--- config.mk ---
export PLATFORM = sky130hd
export DESIGN_NAME = led_scan_scroll_ctrl
export DESIGN_NICKNAME = d
export VERILOG_FILES = /design/src/verilog/scan_sequencer.v /design/src/verilog/scroll_step_timer.v /design/src/verilog/led_scan_scroll_ctrl.v
export VERILOG_INCLUDE_DIRS = /design/src /design/src/verilog
export SDC_FILE = /design/constraint.sdc
export NUM_CORES = 1
export LEC_CHECK = 0
export BUFFER_PORTS_ARGS = -buffer_cell sky130_fd_sc_hd__clkbuf_2
export CAP_MARGIN = 0
export CORE_MARGIN = 3
export CORE_UTILIZATION = 34
export DETAILED_ROUTE_END_ITERATION = 8
export PLACE_DENSITY = 0.64
export SLEW_MARGIN = 30
export SYNTH_ARGS = -nofsm -noshare
export SYNTH_HDL_FRONTEND = slang
export SYNTH_SLANG_ARGS = --single-unit
--- constraint.sdc ---
create_clock -name mclk -period 10.3 [get_ports mclk]
set_input_delay 1.03 -clock mclk [delete_from_list [all_inputs] [get_ports mclk]]
set_output_delay 1.03 -clock mclk [all_outputs]
set_load 0.005 [all_outputs]
--- src/verilog/led_scan_consts.vh ---
// Purpose: named constants for the led matrix scan and scroll control
// Assumes: register index times four gives the axi byte address
// Notes: definitions only
`ifndef LED_SCAN_CONSTS_VH
`define LED_SCAN_CONSTS_VH
// register indices
`define IDX_SCROLL_CTRL 8'h75
`define IDX_SCROLL_PERIOD 8'h76
`define IDX_FORCE_LOW 8'h77
`define IDX_FORCE_HIGH 8'h78
`define IDX_MASK_LOW 8'h79
`define IDX_MASK_HIGH 8'h7A
`define IDX_COLUMN_COUNT 8'h7E
`define IDX_MODE_CTRL 8'h80
`define IDX_STATUS 8'h81
// reset values
`define RST_BYTE 8'h00
`define RST_COLUMN_COUNT 8'h0B
`define RST_MODE_CTRL 8'h00
// scroll control and scroll period fields
`define LEFT_BIT 0
`define UP_BIT 1
`define HOLD_LSB 2
`define HOLD_MSB 6
`define PERIOD_MSB 2
// mask high and force high fields
`define MASK_LEVEL_BIT 4
`define MASK_HIGH_MSB 3
`define FORCE_HIGH_MSB 4
// mode control fields
`define EN_BIT 0
`define OPMODE_LSB 1
`define OPMODE_MSB 2
`define EXTCLK_BIT 3
`define OPMODE_SCROLL 2'b11
// column count
`define COLCNT_MSB 3
`define COLCNT_ALL 4'hB
`define NCOLS 4'hC
// line modes
`define LM_OFF 2'b00
`define LM_CONST 2'b01
`define LM_PWM 2'b10
`define LM_FIREFLY 2'b11
`define SLOPE_CONST 3'h0
// timing
`define MCLK_MHZ 125
`define MCLK_KHZ 125000
`define OSC_KHZ 2400
`define OSC_DIV ((`MCLK_KHZ + `OSC_KHZ - 1) / `OSC_KHZ)
`define SCAN_SLOT_TICKS 1024
`define SCAN_GAP_TICKS 4
`define SCROLL_STEP_US 25000
`define SCROLL_STEP_CYCLES (`SCROLL_STEP_US * `MCLK_MHZ)
// axi responses
`define RESP_OKAY 2'b00
`define RESP_SLVERR 2'b10
`endif

--- src/verilog/scan_sequencer.v ---
// Purpose: walks the scan switches one column at a time
// Assumes: tick is a one-cycle pulse at the scan clock rate
// Notes: gap is high during the leading interval of each slot
`timescale 1ns/1ps
`default_nettype none
`include "led_scan_consts.vh"
module scan_sequencer #(
   parameter SLOT_TICKS = `SCAN_SLOT_TICKS,
   parameter GAP_TICKS = `SCAN_GAP_TICKS
) (
   input wire mclk,
   input wire rst_n,
   input wire tick,
   input wire [3:0] ncols,
   output reg [3:0] col,
   output reg gap
);
   reg [10:0] slot;
   // slot counter; column advances only at slot end so a count change never cuts a slot
   always @(posedge mclk or negedge rst_n) begin
      if (!rst_n) begin
         slot <= 11'h000;
         col <= 4'h0;
         gap <= 1'b1;
      end else if (tick) begin
         if (slot == SLOT_TICKS - 1) begin
            slot <= 11'h000;
            gap <= 1'b1;
            if (col >= ncols - 4'h1)
               col <= 4'h0;
            else
               col <= col + 4'h1;
         end else begin
            slot <= slot + 11'h001;
            gap <= (slot + 11'h001) < GAP_TICKS;
         end
      end
   end
endmodule // scan_sequencer
`default_nettype wire

--- src/verilog/scroll_step_timer.v ---
// Purpose: one-cycle step pulse every (code+1) scroll time units
// Assumes: run low holds the timer at zero
// Notes: unit length is a parameter so benches can shorten it
`timescale 1ns/1ps
`default_nettype none
`include "led_scan_consts.vh"
module scroll_step_timer #(
   parameter UNIT_CYCLES = `SCROLL_STEP_CYCLES,
   parameter CW = 22
) (
   input wire mclk,
   input wire rst_n,
   input wire run,
   input wire [2:0] period_code,
   output reg step
);
   reg [CW-1:0] cyc;
   reg [2:0] units;
   // linear period: unit count compared against the live code
   always @(posedge mclk or negedge rst_n) begin
      if (!rst_n) begin
         cyc <= {CW{1'b0}};
         units <= 3'h0;
         step <= 1'b0;
      end else if (!run) begin
         cyc <= {CW{1'b0}};
         units <= 3'h0;
         step <= 1'b0;
      end else if (cyc == UNIT_CYCLES - 1) begin
         cyc <= {CW{1'b0}};
         if (units >= period_code) begin
            units <= 3'h0;
            step <= 1'b1;
         end else begin
            units <= units + 3'h1;
            step <= 1'b0;
         end
      end else begin
         cyc <= cyc + {{(CW-1){1'b0}}, 1'b1};
         step <= 1'b0;
      end
   end
endmodule // scroll_step_timer
`default_nettype wire

--- src/verilog/led_scan_scroll_ctrl.v ---
// Purpose: scan, scroll, forcing and mask control for a 12x12 led matrix
// Assumes: axi4-lite register access; pwm enables and slope codes come from mclk logic
// Notes: scan switch control is active low (low turns the supply switch on)
// Operation
// - row hold bits A..E keep a row stationary during scroll when set
// - up bit selects upward scrolling; cleared means no upward scroll
// - left bit selects leftward scrolling; cleared means no leftward scroll
// - row hold bits are ignored while scrolling upward
// - in scroll mode every lit line runs constant current
// - both direction bits set scrolls left only
// - step time is 25 ms times (code plus one)
// - force low bits pin lines Z1..Z8 to constant current
// - force high bits 0..4 pin lines Z9..Z13 to constant current
// - mask low bits drive scan controls 1..8 to the mask level
// - mask high bits 0..3 drive scan controls 9..12 to the mask level
// - mask level bit: zero drives masked controls low, one drives high
// - constant current forcing overrides the scan mask
// - column count code n scans the first n+1 columns; 0Bh scans all
// - only bits 3:0 of the code are used; values 0Bh..0Fh there scan all columns
// - column count ignored during scroll or open/short detection
// - line mode: off, forced constant, pwm, firefly, else constant current
// - scan runs from internal 2.4 MHz tick or external clock pin
// - scan controls on one at a time, 1024 clocks with 4-clock gap
`timescale 1ns/1ps
`default_nettype none
`include "led_scan_consts.vh"
module led_scan_scroll_ctrl #(
   parameter STEP_CYCLES = `SCROLL_STEP_CYCLES,
   parameter NLINES = 13,
   parameter NCOLS = 12
) (
   input wire mclk,
   input wire nrst,
   input wire [9:0] s_axi_awaddr,
   input wire s_axi_awvalid,
   output reg s_axi_awready,
   input wire [31:0] s_axi_wdata,
   input wire [3:0] s_axi_wstrb,
   input wire s_axi_wvalid,
   output reg s_axi_wready,
   output reg [1:0] s_axi_bresp,
   output reg s_axi_bvalid,
   input wire s_axi_bready,
   input wire [9:0] s_axi_araddr,
   input wire s_axi_arvalid,
   output reg s_axi_arready,
   output reg [31:0] s_axi_rdata,
   output reg [1:0] s_axi_rresp,
   output reg s_axi_rvalid,
   input wire s_axi_rready,
   input wire clock_in_out_pin,
   input wire detect_en,
   input wire [NLINES-1:0] line_pwm_en,
   input wire [3*NLINES-1:0] driver_slope_code,
   output reg [NCOLS-1:0] scan_switch_ctrl,
   output reg [2*NLINES-1:0] sink_ctrl,
   output reg [4*NCOLS-1:0] row_col_offset,
   output reg [3:0] row_offset
);
   reg rst_meta;
   reg rst_n;
   reg [7:0] scroll_control;
   reg [7:0] scroll_period;
   reg [7:0] line_force_const_low;
   reg [7:0] line_force_const_high;
   reg [7:0] scan_switch_mask_low;
   reg [7:0] scan_switch_mask_high;
   reg [7:0] column_scan_count;
   reg [7:0] mode_ctrl;
   reg [7:0] aw_idx;
   reg aw_held;
   reg [7:0] w_byte;
   reg w_held;
   reg clk_meta;
   reg clk_sync;
   reg clk_prev;
   reg [5:0] osc_div;
   reg osc_tick;
   reg scan_tick;
   reg [2*NLINES-1:0] next_sink_ctrl;
   reg [NCOLS-1:0] next_scan;
   reg [31:0] next_rdata;
   reg next_rerr;
   reg next_werr;
   reg [3:0] ncols;
   wire [3:0] col;
   wire gap;
   wire step;
   wire [7:0] ar_idx;
   wire [12:0] force_bits;
   wire [11:0] mask_bits;
   wire matrix_enable;
   wire [1:0] matrix_op_mode;
   wire scroll_mode;
   wire go_left;
   wire go_up;
   wire [3:0] colcnt;
   wire [NCOLS-1:0] row_hold;
   reg w_seen;
   integer i;
   integer j;
   integer k;

   // reset release through two flops
   always @(posedge mclk or negedge nrst) begin
      if (!nrst) begin
         rst_meta <= 1'b0;
         rst_n <= 1'b0;
      end else begin
         rst_meta <= 1'b1;
         rst_n <= rst_meta;
      end
   end

   assign ar_idx = s_axi_araddr[9:2];
   assign force_bits = {line_force_const_high[`FORCE_HIGH_MSB:0], line_force_const_low};
   assign mask_bits = {scan_switch_mask_high[`MASK_HIGH_MSB:0], scan_switch_mask_low};
   assign matrix_enable = mode_ctrl[`EN_BIT];
   assign matrix_op_mode = mode_ctrl[`OPMODE_MSB:`OPMODE_LSB];
   assign scroll_mode = matrix_enable && (matrix_op_mode == `OPMODE_SCROLL);
   assign colcnt = column_scan_count[`COLCNT_MSB:0];
   // hold bits widened to one per row so rows F..L can never read past the field
   assign row_hold = {{(NCOLS-`HOLD_MSB+`HOLD_LSB-1){1'b0}}, scroll_control[`HOLD_MSB:`HOLD_LSB]};
   // left wins when both are set
   assign go_left = scroll_mode && scroll_control[`LEFT_BIT];
   assign go_up = scroll_mode && scroll_control[`UP_BIT] && !scroll_control[`LEFT_BIT];

   // write address and data are caught independently, then committed together
   always @(posedge mclk or negedge rst_n) begin
      if (!rst_n) begin
         aw_idx <= 8'h00;
         aw_held <= 1'b0;
         w_byte <= 8'h00;
         w_held <= 1'b0;
         s_axi_awready <= 1'b0;
         s_axi_wready <= 1'b0;
      end else begin
         s_axi_awready <= !aw_held && !s_axi_awready && !s_axi_bvalid;
         s_axi_wready <= !w_seen && !s_axi_wready && !s_axi_bvalid;
         if (s_axi_awvalid && s_axi_awready) begin
            aw_idx <= s_axi_awaddr[9:2];
            aw_held <= 1'b1;
            s_axi_awready <= 1'b0;
         end
         if (s_axi_wvalid && s_axi_wready) begin
            w_byte <= s_axi_wstrb[0] ? s_axi_wdata[7:0] : 8'h00;
            w_held <= s_axi_wstrb[0];
            s_axi_wready <= 1'b0;
         end
         if (aw_held && w_seen) begin
            aw_held <= 1'b0;
            w_held <= 1'b0;
         end
      end
   end

   // strobe-less data beat still needs a response; track it apart from the byte
   always @(posedge mclk or negedge rst_n) begin
      if (!rst_n)
         w_seen <= 1'b0;
      else if (s_axi_wvalid && s_axi_wready)
         w_seen <= 1'b1;
      else if (aw_held && w_seen)
         w_seen <= 1'b0;
   end

   // unmapped index answers slverr
   always @* begin
      next_werr = 1'b0;
      if (aw_idx == `IDX_SCROLL_CTRL) next_werr = 1'b0;
      else if (aw_idx == `IDX_SCROLL_PERIOD) next_werr = 1'b0;
      else if (aw_idx == `IDX_FORCE_LOW) next_werr = 1'b0;
      else if (aw_idx == `IDX_FORCE_HIGH) next_werr = 1'b0;
      else if (aw_idx == `IDX_MASK_LOW) next_werr = 1'b0;
      else if (aw_idx == `IDX_MASK_HIGH) next_werr = 1'b0;
      else if (aw_idx == `IDX_COLUMN_COUNT) next_werr = 1'b0;
      else if (aw_idx == `IDX_MODE_CTRL) next_werr = 1'b0;
      else if (aw_idx == `IDX_STATUS) next_werr = 1'b0;
      else next_werr = 1'b1;
   end

   // register writes; status index is read only and ignores writes
   always @(posedge mclk or negedge rst_n) begin
      if (!rst_n) begin
         scroll_control <= `RST_BYTE;
         scroll_period <= `RST_BYTE;
         line_force_const_low <= `RST_BYTE;
         line_force_const_high <= `RST_BYTE;
         scan_switch_mask_low <= `RST_BYTE;
         scan_switch_mask_high <= `RST_BYTE;
         column_scan_count <= `RST_COLUMN_COUNT;
         mode_ctrl <= `RST_MODE_CTRL;
         s_axi_bvalid <= 1'b0;
         s_axi_bresp <= `RESP_OKAY;
      end else begin
         if (s_axi_bvalid && s_axi_bready)
            s_axi_bvalid <= 1'b0;
         if (aw_held && w_seen && !s_axi_bvalid) begin
            s_axi_bvalid <= 1'b1;
            s_axi_bresp <= next_werr ? `RESP_SLVERR : `RESP_OKAY;
            if (w_held) begin
               if (aw_idx == `IDX_SCROLL_CTRL) scroll_control <= w_byte;
               else if (aw_idx == `IDX_SCROLL_PERIOD) scroll_period <= w_byte;
               else if (aw_idx == `IDX_FORCE_LOW) line_force_const_low <= w_byte;
               else if (aw_idx == `IDX_FORCE_HIGH) line_force_const_high <= w_byte;
               else if (aw_idx == `IDX_MASK_LOW) scan_switch_mask_low <= w_byte;
               else if (aw_idx == `IDX_MASK_HIGH) scan_switch_mask_high <= w_byte;
               else if (aw_idx == `IDX_COLUMN_COUNT) column_scan_count <= w_byte;
               else if (aw_idx == `IDX_MODE_CTRL) mode_ctrl <= w_byte;
            end
         end
      end
   end

   // read mux; status shows live scan column, gap and vertical offset
   always @* begin
      next_rdata = 32'h00000000;
      next_rerr = 1'b0;
      if (ar_idx == `IDX_SCROLL_CTRL) next_rdata[7:0] = scroll_control;
      else if (ar_idx == `IDX_SCROLL_PERIOD) next_rdata[7:0] = scroll_period;
      else if (ar_idx == `IDX_FORCE_LOW) next_rdata[7:0] = line_force_const_low;
      else if (ar_idx == `IDX_FORCE_HIGH) next_rdata[7:0] = line_force_const_high;
      else if (ar_idx == `IDX_MASK_LOW) next_rdata[7:0] = scan_switch_mask_low;
      else if (ar_idx == `IDX_MASK_HIGH) next_rdata[7:0] = scan_switch_mask_high;
      else if (ar_idx == `IDX_COLUMN_COUNT) next_rdata[7:0] = column_scan_count;
      else if (ar_idx == `IDX_MODE_CTRL) next_rdata[7:0] = mode_ctrl;
      else if (ar_idx == `IDX_STATUS) next_rdata[8:0] = {gap, row_offset, col};
      else next_rerr = 1'b1;
   end

   // one read at a time: arready drops until the data beat is taken
   always @(posedge mclk or negedge rst_n) begin
      if (!rst_n) begin
         s_axi_arready <= 1'b0;
         s_axi_rvalid <= 1'b0;
         s_axi_rdata <= 32'h00000000;
         s_axi_rresp <= `RESP_OKAY;
      end else begin
         s_axi_arready <= !s_axi_arready && !s_axi_rvalid;
         if (s_axi_arvalid && s_axi_arready) begin
            s_axi_arready <= 1'b0;
            s_axi_rvalid <= 1'b1;
            s_axi_rdata <= next_rdata;
            s_axi_rresp <= next_rerr ? `RESP_SLVERR : `RESP_OKAY;
         end else if (s_axi_rvalid && s_axi_rready) begin
            s_axi_rvalid <= 1'b0;
         end
      end
   end

   // scan clock: internal divider or rising edges of the synced external pin
   always @(posedge mclk or negedge rst_n) begin
      if (!rst_n) begin
         clk_meta <= 1'b0;
         clk_sync <= 1'b0;
         clk_prev <= 1'b0;
         osc_div <= 6'h00;
         osc_tick <= 1'b0;
         scan_tick <= 1'b0;
      end else begin
         clk_meta <= clock_in_out_pin;
         clk_sync <= clk_meta;
         clk_prev <= clk_sync;
         osc_tick <= (osc_div == `OSC_DIV - 1);
         if (osc_div == `OSC_DIV - 1)
            osc_div <= 6'h00;
         else
            osc_div <= osc_div + 6'h01;
         if (mode_ctrl[`EXTCLK_BIT])
            scan_tick <= clk_sync && !clk_prev;
         else
            scan_tick <= osc_tick;
      end
   end

   // scanned column count; scroll and detection always use all columns
   always @* begin
      if (scroll_mode || detect_en)
         ncols = `NCOLS;
      else if (colcnt >= `COLCNT_ALL)
         ncols = `NCOLS;
      else
         ncols = colcnt + 4'h1;
   end

   scan_sequencer u_scan (
      .mclk(mclk),
      .rst_n(rst_n),
      .tick(scan_tick),
      .ncols(ncols),
      .col(col),
      .gap(gap)
   );

   scroll_step_timer #(.UNIT_CYCLES(STEP_CYCLES)) u_step (
      .mclk(mclk),
      .rst_n(rst_n),
      .run(go_left || go_up),
      .period_code(scroll_period[`PERIOD_MSB:0]),
      .step(step)
   );

   // active-low scan controls: one on per slot, mask applies unless line forced
   always @* begin
      next_scan = {NCOLS{1'b1}};
      for (i = 0; i < NCOLS; i = i + 1) begin
         if (matrix_enable && !gap && col == i[3:0])
            next_scan[i] = 1'b0;
         if (mask_bits[i] && !force_bits[i])
            next_scan[i] = scan_switch_mask_high[`MASK_LEVEL_BIT];
      end
   end

   // per-line mode in priority order
   always @* begin
      next_sink_ctrl = {2*NLINES{1'b0}};
      for (j = 0; j < NLINES; j = j + 1) begin
         if (!matrix_enable)
            next_sink_ctrl[2*j +: 2] = `LM_OFF;
         else if (force_bits[j])
            next_sink_ctrl[2*j +: 2] = `LM_CONST;
         else if (scroll_mode)
            next_sink_ctrl[2*j +: 2] = `LM_CONST;
         else if (line_pwm_en[j])
            next_sink_ctrl[2*j +: 2] = `LM_PWM;
         else if (driver_slope_code[3*j +: 3] != `SLOPE_CONST)
            next_sink_ctrl[2*j +: 2] = `LM_FIREFLY;
         else
            next_sink_ctrl[2*j +: 2] = `LM_CONST;
      end
   end

   // registered matrix outputs
   always @(posedge mclk or negedge rst_n) begin
      if (!rst_n) begin
         scan_switch_ctrl <= {NCOLS{1'b1}};
         sink_ctrl <= {2*NLINES{1'b0}};
      end else begin
         scan_switch_ctrl <= next_scan;
         sink_ctrl <= next_sink_ctrl;
      end
   end

   // pattern shift: held rows A..E freeze on left scroll only; up moves all rows
   always @(posedge mclk or negedge rst_n) begin
      if (!rst_n) begin
         row_col_offset <= {4*NCOLS{1'b0}};
         row_offset <= 4'h0;
      end else if (step) begin
         if (go_left) begin
            for (k = 0; k < NCOLS; k = k + 1) begin
               if (!row_hold[k]) begin
                  if (row_col_offset[4*k +: 4] == `NCOLS - 4'h1)
                     row_col_offset[4*k +: 4] <= 4'h0;
                  else
                     row_col_offset[4*k +: 4] <= row_col_offset[4*k +: 4] + 4'h1;
               end
            end
         end else if (go_up) begin
            if (row_offset == `NCOLS - 4'h1)
               row_offset <= 4'h0;
            else
               row_offset <= row_offset + 4'h1;
         end
      end
   end
endmodule // led_scan_scroll_ctrl
`default_nettype wire

Yosys cells after proc, flatten, opt, wreduce, memory -nomap -nowiden. Cells that the tools add are included.

Add/subtract/negate cells: 21. Magnitude comparators: 4. Equality and inequality tests: 47. Multiplexer cells: 168. Bitwise operators: 13. Reductions and logical operators: 100.

Operators with widths (count): 2-bit 2-to-1 mux (67); 8-bit by 7-bit == test with 1-bit output, second input constant (14); 8-bit 2-to-1 mux (9); 4-bit == test, second input constant (17); 1-bit 2-to-1 mux (68); 4-bit 2-to-1 mux (16); 4-bit by 1-bit adder with 4-bit output, second input constant (15); 22-bit 2-to-1 mux (2); 1-bit logical AND (42); 3-bit nonzero test (13); 8-bit == test, second input constant (4); 32-bit by 3-bit less-than comparator with 1-bit output, second input constant (1); 22-bit by 1-bit adder with 22-bit output, second input constant (1); 22-bit == test, second input constant (1); 1-bit zero test (22); 3-bit AND reduction (7); 4-bit by 3-bit == test with 1-bit output, second input constant (4); 1-bit inverter (13); 11-bit by 1-bit adder with 12-bit output, second input constant (1); 11-bit by 1-bit adder with 11-bit output, second input constant (1); 11-bit by 10-bit == test with 1-bit output, second input constant (1); 11-bit 2-to-1 mux (1); 10-bit AND reduction (1); 3-bit 2-to-1 mux (3); 23 further kinds (29).

Flip-flop bits (word level): 246. Bits of input ports: 117. Output and inout port bits: 131. Word-level logic and storage cells: 397.

Depth between registers and ports, before layout. Gate-level depths: netlist of run 1.

Depth after elaboration: 11. Gate-level depth with buffers: 12. Gate-level depth less buffers: 11.

Cells and area by module. Synthesis of run 1 repeated with hierarchy kept, for this count alone.

Cell total of the unflattened synthesis: 1148. Area total of the unflattened synthesis: 12059.1 sq um.

Modules (own cells, without submodules): led_scan_scroll_ctrl (instances 1, cells each 888, area each 9541.7 sq um, seq. area each 5073.6 sq um); scroll_step_timer (instances 1, cells each 148, area each 1452.6 sq um, seq. area each 650.6 sq um); scan_sequencer (instances 1, cells each 112, area each 1064.8 sq um, seq. area each 401.6 sq um).

Worst setup path after synthesis of run 1. Ideal clock, no wire load.

Kind: register to register. From: reg column_scan_count[1]. To: reg u_scan.col[0]. Arrival time: 2.751 ns. Required time: 10.175 ns. Path slack: 7.424 ns. Cell stages (with the launch flop): 12. Clock period less this slack: 2.876 ns. Cell sequence: dfstp_2 -> ha_1 -> or3b_2 -> a21boi_0 -> o21ai_0 -> xor2_1 -> and2_1 -> ha_1 -> nand2_1 -> o21ai_0 -> nor2_1 -> mux2_2.

Longest elaborated chain between the ends: 6. Elaborated cells on any way between the ends: 7. Those cells by class: add/sub: 2; order compare: 2; mux: 3.

RTL lines: from (decl) (RTL line led_scan_scroll_ctrl.v:68) `reg [7:0] column_scan_count;`; from (signal assigned) (RTL line led_scan_scroll_ctrl.v:191) `` column_scan_count <= `RST_COLUMN_COUNT; ``; from (signal assigned) (RTL line led_scan_scroll_ctrl.v:208) `` else if (aw_idx == `IDX_COLUMN_COUNT) column_scan_count <= w_byte; ``; 4-bit by 1-bit adder with 4-bit output or 4-bit greater-or-equal comparator (tied branches); 4-bit 2-to-1 mux * (RTL line led_scan_scroll_ctrl.v:280) `` else if (colcnt >= `COLCNT_ALL) ``; 4-bit 2-to-1 mux * (RTL line led_scan_scroll_ctrl.v:278) `if (scroll_mode || detect_en)`; 4-bit by 1-bit subtractor with 4-bit output * (RTL line scan_sequencer.v:29) `if (col >= ncols - 4'h1)`; 4-bit greater-or-equal comparator * (RTL line scan_sequencer.v:29); 4-bit 2-to-1 mux * (RTL line scan_sequencer.v:29); to (signal assigned) (RTL line scan_sequencer.v:32) `col <= col + 4'h1;`; to (decl) (RTL line scan_sequencer.v:15) `output reg [3:0] col,`.

Mark *: on every way between the ends. The rest lies on a longest branch, timed or not. A chain may end at the register's enable or synchronous reset.

Final worst setup path of run 1.
From: reg mode_ctrl[0]. To: reg u_scan.col[0].

Longest elaborated chain between the ends: 6.

RTL lines: from (decl) (RTL line led_scan_scroll_ctrl.v:69) `reg [7:0] mode_ctrl;`; from (signal assigned) (RTL line led_scan_scroll_ctrl.v:192) `` mode_ctrl <= `RST_MODE_CTRL; ``; from (signal assigned) (RTL line led_scan_scroll_ctrl.v:209) `` else if (aw_idx == `IDX_MODE_CTRL) mode_ctrl <= w_byte; ``; 1-bit logical AND (RTL line led_scan_scroll_ctrl.v:120) `` assign scroll_mode = matrix_enable && (matrix_op_mode == `OPMODE_SCROLL); ``; 1-bit logical OR (RTL line led_scan_scroll_ctrl.v:278); 4-bit 2-to-1 mux (RTL line led_scan_scroll_ctrl.v:278); 4-bit by 1-bit subtractor with 4-bit output (RTL line scan_sequencer.v:29); 4-bit greater-or-equal comparator (RTL line scan_sequencer.v:29); 4-bit 2-to-1 mux (RTL line scan_sequencer.v:29).

No other way between the ends.

==> flow_metrics.tcl, run 1 <==
set metrics [dict create \
    cp_cell_sequence "and3_1, nor3_1, nand2b_1, ha_1, xnor2_1, ha_1, nand2_1, o21ai_0, nor2_1, mux2_2" \
    grt_max_degree 186 \
    max_freq_mhz 314 \
    cp.required_ns 10.71 \
    synth_cell_types 69 \
    synth_ff_type "dfrtp_1" \
    worst_pin_slew_ns 0.850 \
    slew_headroom_pct 43.3 \
    port_buffers 191 \
    global_route.usage.total_pct 15.5 \
    initial_core_util_pct 35.1 \
    first_pass_iters 5 \
    cap_violations 0 \
    pin_count 248 \
    regToRegEndpoint "u_scan.col[0]" \
    row_count 67 \
    place.gp.congestion 0.818 \
    antenna_found_initial 0 \
    num_vias 9074 \
    num-nets-final 1460 \
    die_x_um 193 \
    cts_sinks 244 \
    min_path_type "input pin to async pin" \
    post_cts_buffers 0 \
    hold_buffers 0 \
    clock_skew_ns 0.00884 \
    drc 0 \
    endpoint "u_scan.col[0]" \
    viasPerCell 5.10 \
    ctsResizeCount 0 \
    ys_warn_count 0 \
    dp.cells 1730 \
    crit_family "simple AND/OR/NAND/NOR gates" \
    p_clk_share_pct 40.8 \
    synth_top_cell_area_share_pct 47.8 \
    clkSlewWorstSetupHoldPaths_ns 0.06 \
    combPwrFrac_pct 9.6 \
    hold_violations 0 \
    slew_viol_final 0 \
    fp.coreArea_um2 34000 \
    synth_area_um2 11900 \
    power.leakage_nw 6.72 \
    r2r_cells 10 \
    rsz0062_at_grt "false" \
    n_fill_cell 3326 \
    cts_root_buf "clkbuf_16" \
    syn_avg_cell_area_um2 10.6 \
    status "complete, no violations" \
    rrSetupSlack_ns 7.12 \
    setup.worst_path.start_class "register" \
    htreeDepth 1 \
    drt-total-wl_um 29400 \
    r2r_start "mode_ctrl[0]" \
    yosys.area.top_type "dfrtp_1" \
    crit_path_start "mode_ctrl[0]" \
    critPathCaptureType "register" \
    fin_crit_sh_pct 30.9 \
    cp_max_fo 18 \
    seq_power_share_pct 49.6 \
    cts_tree "yes" \
    netlist_instances 1130 \
    synth_seq_cells 244 \
    ant_nets 0 \
    grt_pass1_wl_um 48500 \
    critPathMaxStageDelay_ns 0.63 \
    cp.depth 10 \
    yosysMostFrequentCell "dfrtp_1" \
    async_reset_ff_share_pct 100 \
    power.total_w 0.00233 \
    n_antenna_cell 0 \
    intPower_w 0.00170 \
    crit_buf_inv 0 \
    floorplan.die_area_um2 37400 \
    clk_path_buf_depth 3 \
    power.density_nw_per_um2 165 \
    ys_seq_area_share_pct 51.3 \
    worstPathArrival_ns 3.60 \
    swShare_pct 26.8 \
    numCtsBuffers 27 \
    drive_gt1_share_pct 26.8 \
    die_h_um 193 \
    final_cells 1779 \
    setup_tns_ns 0 \
    slowest_stage "dfrtp_1" \
    grt_pass1_vias 9015 \
    synth-edff-count 0 \
    dp_hpwl_um 21000 \
    setup_viol 0 \
    utilization_pct 41.5 \
    yosys-top-cells-count "dfrtp_1 (228), nand2_1 (99), nor2_1 (94), mux2_2 (92), o21ai_0 (61)" \
    insertion_delay_ns 0.53 \
    crit_type "register to register" \
    synth_area_leaders "dfrtp_1 (48%), mux2_2 (8.7%), dfstp_2 (3.5%), ha_1 (3.2%), nand2_1 (3.1%)" \
    period_minus_slack_ns 3.18 \
    p_sw_w 0.000622 \
    drt-initial-drc-count 482 \
    overflow 0 \
    syn2layout_area_growth_pct 18.4 \
    vdd_ir_drop_max_uv 110 \
    path_common_cell "ha_1" \
    wl_per_cell_um 16.5 \
]
-- metrics by stage --
step	cell area [um2]	setup slack, ns	hold slack, ns
5_1_grt	14100	6.78	0.257
4_1_cts	14100	7.12	0.251
3_3_place_gp	13200	6.95	0.337
2_1_floorplan	12000	3.02	0.331
6_report	14100	7.12	0.281
3_5_place_dp	13200	6.95	0.342
-- power by group through the flow --
| stage | registers (W) | logic, W | clock network, W |
|---|---|---|---|
| 2_1_floorplan | 0.00112 | 0.000136 | 0 |
| 3_3_place_gp | 0.00117 | 0.000223 | 0 |
| 3_5_place_dp | 0.00117 | 0.000227 | 0 |
| 4_1_cts | 0.00115 | 0.000228 | 0.000979 |
| 5_1_grt | 0.00117 | 0.000256 | 0.00102 |
| 6_report | 0.00115 | 0.000224 | 0.000949 |
-- logic make-up after synthesis --
group           after synthesis  synth area share (%)
simple gates                369                  15.4
compound gates              217                  11.7
fa+ha+maj                    31                  3.25
flops                       244                  51.3
buf+inv                     113                  4.59
xor+xnor                     31                  2.27
mux                         123                  11.4
other cells                   2                0.0629
-- metal layers --
metal  track usage (%)  wire length (um)  vias to the layer above
met3              3.58              1910                       40
met1              20.8             12900                     4452
met4              2.89               483                        0
li1                  -                 -                     4355
met5                 0                 0                        -
met2              25.8             14100                      227
-- state kept, by name, indices dropped and copies added, names as in the netlist, 3 cells and up --
name,cells
row_col_offset,48
sink_ctrl,26
u_step.cyc,22
scan_switch_ctrl,12
u_scan.slot,11
s_axi_rdata,9
aw_idx,8
column_scan_count,8
line_force_const_high,8
line_force_const_low,8
mode_ctrl,8
scan_switch_mask_high,8
scan_switch_mask_low,8
scroll_control,8
scroll_period,8
w_byte,8
osc_div,6
row_offset,4
u_scan.col,4
u_step.units,3
-- worst min path at each step --
stage	start	to	cells after the start	slack, ns
final	nrst	rst_n	1	0.28
after global routing	nrst	rst_n	1	0.26
after CTS	nrst	rst_n	1	0.25
after detailed placement	clk_meta	clk_sync	0	0.34
after global placement	clk_meta	clk_sync	0	0.34
after floorplan	clk_meta	clk_sync	0	0.33
-- layout by cell type, fill, tap and decap left out, types with 10 or more instances in the layout --
cell type / n
ha_1: 31
a31oi_1: 19
a21o_1: 11
xor2_1: 17
mux2_2: 92
mux2i_1: 22
o31a_1: 13
nor2b_1: 10
nand2b_1: 20
conb_1: 26
clkbuf_2: 191
nand2_1: 99
nand3_1: 23
o22ai_1: 10
o21ai_0: 61
dfstp_2: 16
dfrtp_1: 227
a21oi_1: 35
nor3_1: 33
nor4_1: 22
clkbuf_16: 27
xnor2_1: 14
nor2_1: 94
nand4_1: 14
inv_1: 47
-- layout make-up --
| class | count | area (um2) | share of cell area, % |
|---|---|---|---|
| tap | 448 | 561 | 3.97 |
| multi-input combinational | 797 | 5360 | 38.0 |
| inverter | 47 | 176 | 1.25 |
| clock inverter | 5 | 53.8 | 0.381 |
| timing repair buffer | 195 | 1020 | 7.21 |
| clock buffer | 43 | 826 | 5.84 |
| sequential | 244 | 6130 | 43.4 |
(Power assumes the default switching activity.)
==> inputs of run 2 (changes only) <==
Settings changed: ABC_AREA set to 1.
Clock period 10.3 ns to 3.3 ns, I/O delays scaled along.
==> run 2 against run 1 <==
Sequential power increased to 3.2 times the previous value. Clock power increased to 3.3 times the previous value. Hold slack got worse by 0.26 ns. Sequential share of layout area decreased by 0.90 points. Final area increased by 2.1%. Critical endpoint is now u_scan.col[3]. Largest power group unchanged.
==> flow_metrics.tcl, run 2 <==
set metrics [dict create \
    cap_violations 0 \
    cts_sinks 244 \
    final_common_cell "nand2_1" \
    largest_reg_flops 48 \
    syn2layout_area_growth_pct 21.0 \
    slew_viol_final 0 \
    ys_warn_count 0 \
    dp.cells 1994 \
    max_freq_mhz 412 \
    min_path_type "input pin to register" \
    regArea_um2 6130 \
    clock_skew_ns 0.0415 \
    global_route.usage.total_pct 16.6 \
    power.density_nw_per_um2 568 \
    synth-edff-count 0 \
    die_h_um 193 \
    num-nets-final 1744 \
    power.total_w 0.00820 \
    n_fill_cell 3373 \
    wl_per_cell_um 15.5 \
    drive_gt1_share_pct 20.0 \
    ys_seq_area_share_pct 51.4 \
    netlist_instances 1379 \
    clkSlewWorstSetupHoldPaths_ns 0.06 \
    ant_nets 0 \
    worst_pin_slew_ns 0.844 \
    fp.coreArea_um2 34000 \
    drc 0 \
    hold_violations 0 \
    critPathCaptureType "register" \
    top_register "row_col_offset" \
    hold_buffers 20 \
    cts_root_buf "clkbuf_16" \
    overflow 0 \
    yosys-top-cells-count "nand2_1 (255), dfrtp_1 (228), inv_1 (185), nand3_1 (120), nor2_1 (88)" \
    n_antenna_cell 0 \
    multi_input_area_um2 4780 \
    post_cts_buffers 0 \
    grt_max_degree 73 \
    setup.worst_path.start_class "register" \
    crit_type "register to register" \
    yosys.area.top_type "dfrtp_1" \
    synth_seq_cells 244 \
    setup_tns_ns 0 \
    final_cells 2066 \
    critPathMaxStageDelay_ns 0.46 \
    ctsResizeCount 0 \
    synth_ff_type "dfrtp_1" \
    rsz0062_at_grt "false" \
    drt-total-wl_um 31900 \
    layout_common_cells "nand2_1 (255), dfrtp_1 (227), clkbuf_2 (191), inv_1 (185), nand3_1 (120)" \
    synth_cell_types 45 \
    htreeDepth 1 \
    fin_crit_sh_pct 73.5 \
    cp.required_ns 3.78 \
    setup_viol 0 \
    place.gp.congestion 0.900 \
    floorplan.die_area_um2 37400 \
    reg_top3 "row_col_offset (48), sink_ctrl (26), u_step.cyc (22)" \
    first_pass_iters 6 \
    row_count 67 \
    cp_cell_sequence "nand3_4, nand3_1, inv_1, nand2_1, ha_1, ha_1, inv_1, nor2_1, o211ai_1, nand3_1, o31ai_1" \
    fin_area_um2 14400 \
    synth_area_um2 11900 \
    drt-initial-drc-count 666 \
    clk_path_buf_depth 3 \
    cts_tree "yes" \
    slowest_stage "dfrtp_1" \
    period_minus_slack_ns 2.43 \
    synth_top_cell_area_share_pct 47.8 \
    status "complete, no violations" \
    worstPathArrival_ns 2.91 \
    pin_count 248 \
    vdd_ir_drop_max_uv 454 \
    port_buffers 191 \
    power.leakage_nw 6.93 \
    yosysMostFrequentCell "nand2_1" \
    synth_area_leaders "dfrtp_1 (48%), nand2_1 (8.0%), inv_1 (5.8%), nand3_1 (5.0%), o21ai_0 (3.6%)" \
    num_vias 10000 \
    async_reset_ff_share_pct 100 \
    initial_core_util_pct 35.0 \
    antenna_found_initial 0 \
    numCtsBuffers 28 \
    place_area_um2 13300 \
    slew_headroom_pct 43.7 \
    die_x_um 193 \
    grt_pass1_vias 9560 \
    cp_max_fo 18 \
    rrSetupSlack_ns 0.87 \
    dp_hpwl_um 23900 \
    grt_pass1_wl_um 51600 \
    viasPerCell 4.84 \
    insertion_delay_ns 0.57 \
    syn_avg_cell_area_um2 8.65 \
]
==> run 2: cell types whose count changed in the layout (fill, tap and decap cells not counted), sizes merged, moves of 12 or more <==
cell / delta
nand2: +163
o31a: -13
mux2: -101
dlygate4sd3: +20
inv: +159
o21ai: +74
nand3: +101
nand2b: -20
nor2: +13
xnor2: -12
==> run 2: final cells by class <==
cell class | count | share of cell area (%)
sequential | 244 | 42.5
multi-input combinational | 901 | 33.1
timing repair buffer | 215 | 8.48
clock buffer | 43 | 5.88
inverter | 206 | 5.39
tap | 448 | 3.89
clock inverter | 9 | 0.729
==> run 2: logic make-up (layout without fill, tap and decap cells) <==
logic type | count (synthesis) | count (layout) | share of synthesized area, %
AO/OA/AOI/OAI | 224 | 224 | 10.2
XOR/XNOR | 28 | 28 | 2.06
adder cells (fa/ha/maj) | 31 | 31 | 3.25
buffers and inverters | 258 | 473 | 9.29
flip-flops | 244 | 244 | 51.4
multiplexers | 14 | 14 | 1.18
other | 2 | 26 | 0.0630
AND/OR/NAND/NOR | 578 | 578 | 22.6
==> run 2: per-stage QoR <==
step / setup slack, ns / utilization [%] / hold WS [ns]
2_1_floorplan: 0.852 / - / 0.0344
3_3_place_gp: 0.960 / 39.0 / 0.117
3_5_place_dp: 0.881 / 39.0 / 0.119
4_1_cts: 0.861 / 42.4 / 0.00626
5_1_grt: 0.649 / 42.4 / 0.00698
6_report: 0.873 / 42.4 / 0.0227
==> run 2: critical path: cells and delay by family (launching register included) <==
| family | cells | cell delay, ns |
|---|---|---|
| adder cells (fa/ha/maj) | 2 | 0.54 |
| flip-flops | 1 | 0.46 |
| AND/OR/NAND/NOR | 5 | 0.78 |
| AO/OA/AOI/OAI | 2 | 0.42 |
| buffers and inverters | 2 | 0.13 |
==> run 2: report_power, final <==
group | switching [W] | internal (W) | total [W] | leakage (nW)
logic | 0.000877 | 0.000484 | 0.00136 | 3.31
clock network | 0.00127 | 0.00186 | 0.00313 | 0.466
registers | 0.000304 | 0.00340 | 0.00371 | 3.16
==> run 2: path summary, 6_finish.rpt <==
path,cells past startpoint,from,endpoint
max in group asynchronous,1,rst_n,scan_switch_ctrl[6]
min in group asynchronous,2,nrst,rst_n
worst min register to register,0,rst_meta,rst_n
worst max register to register,11,mode_ctrl[0],u_scan.col[3]
worst min-delay path,3,s_axi_awaddr[5],aw_idx[3]
worst max-delay path,11,mode_ctrl[0],u_scan.col[3]
==> run 2: per-layer routing <==
layer	share of wire, %	track usage [%]	up-vias
met1	45	22.8	4709
met3	6.3	3.04	54
li1	-	-	4927
met5	0	0	-
met2	47	27.4	312
met4	2.4	4.29	0
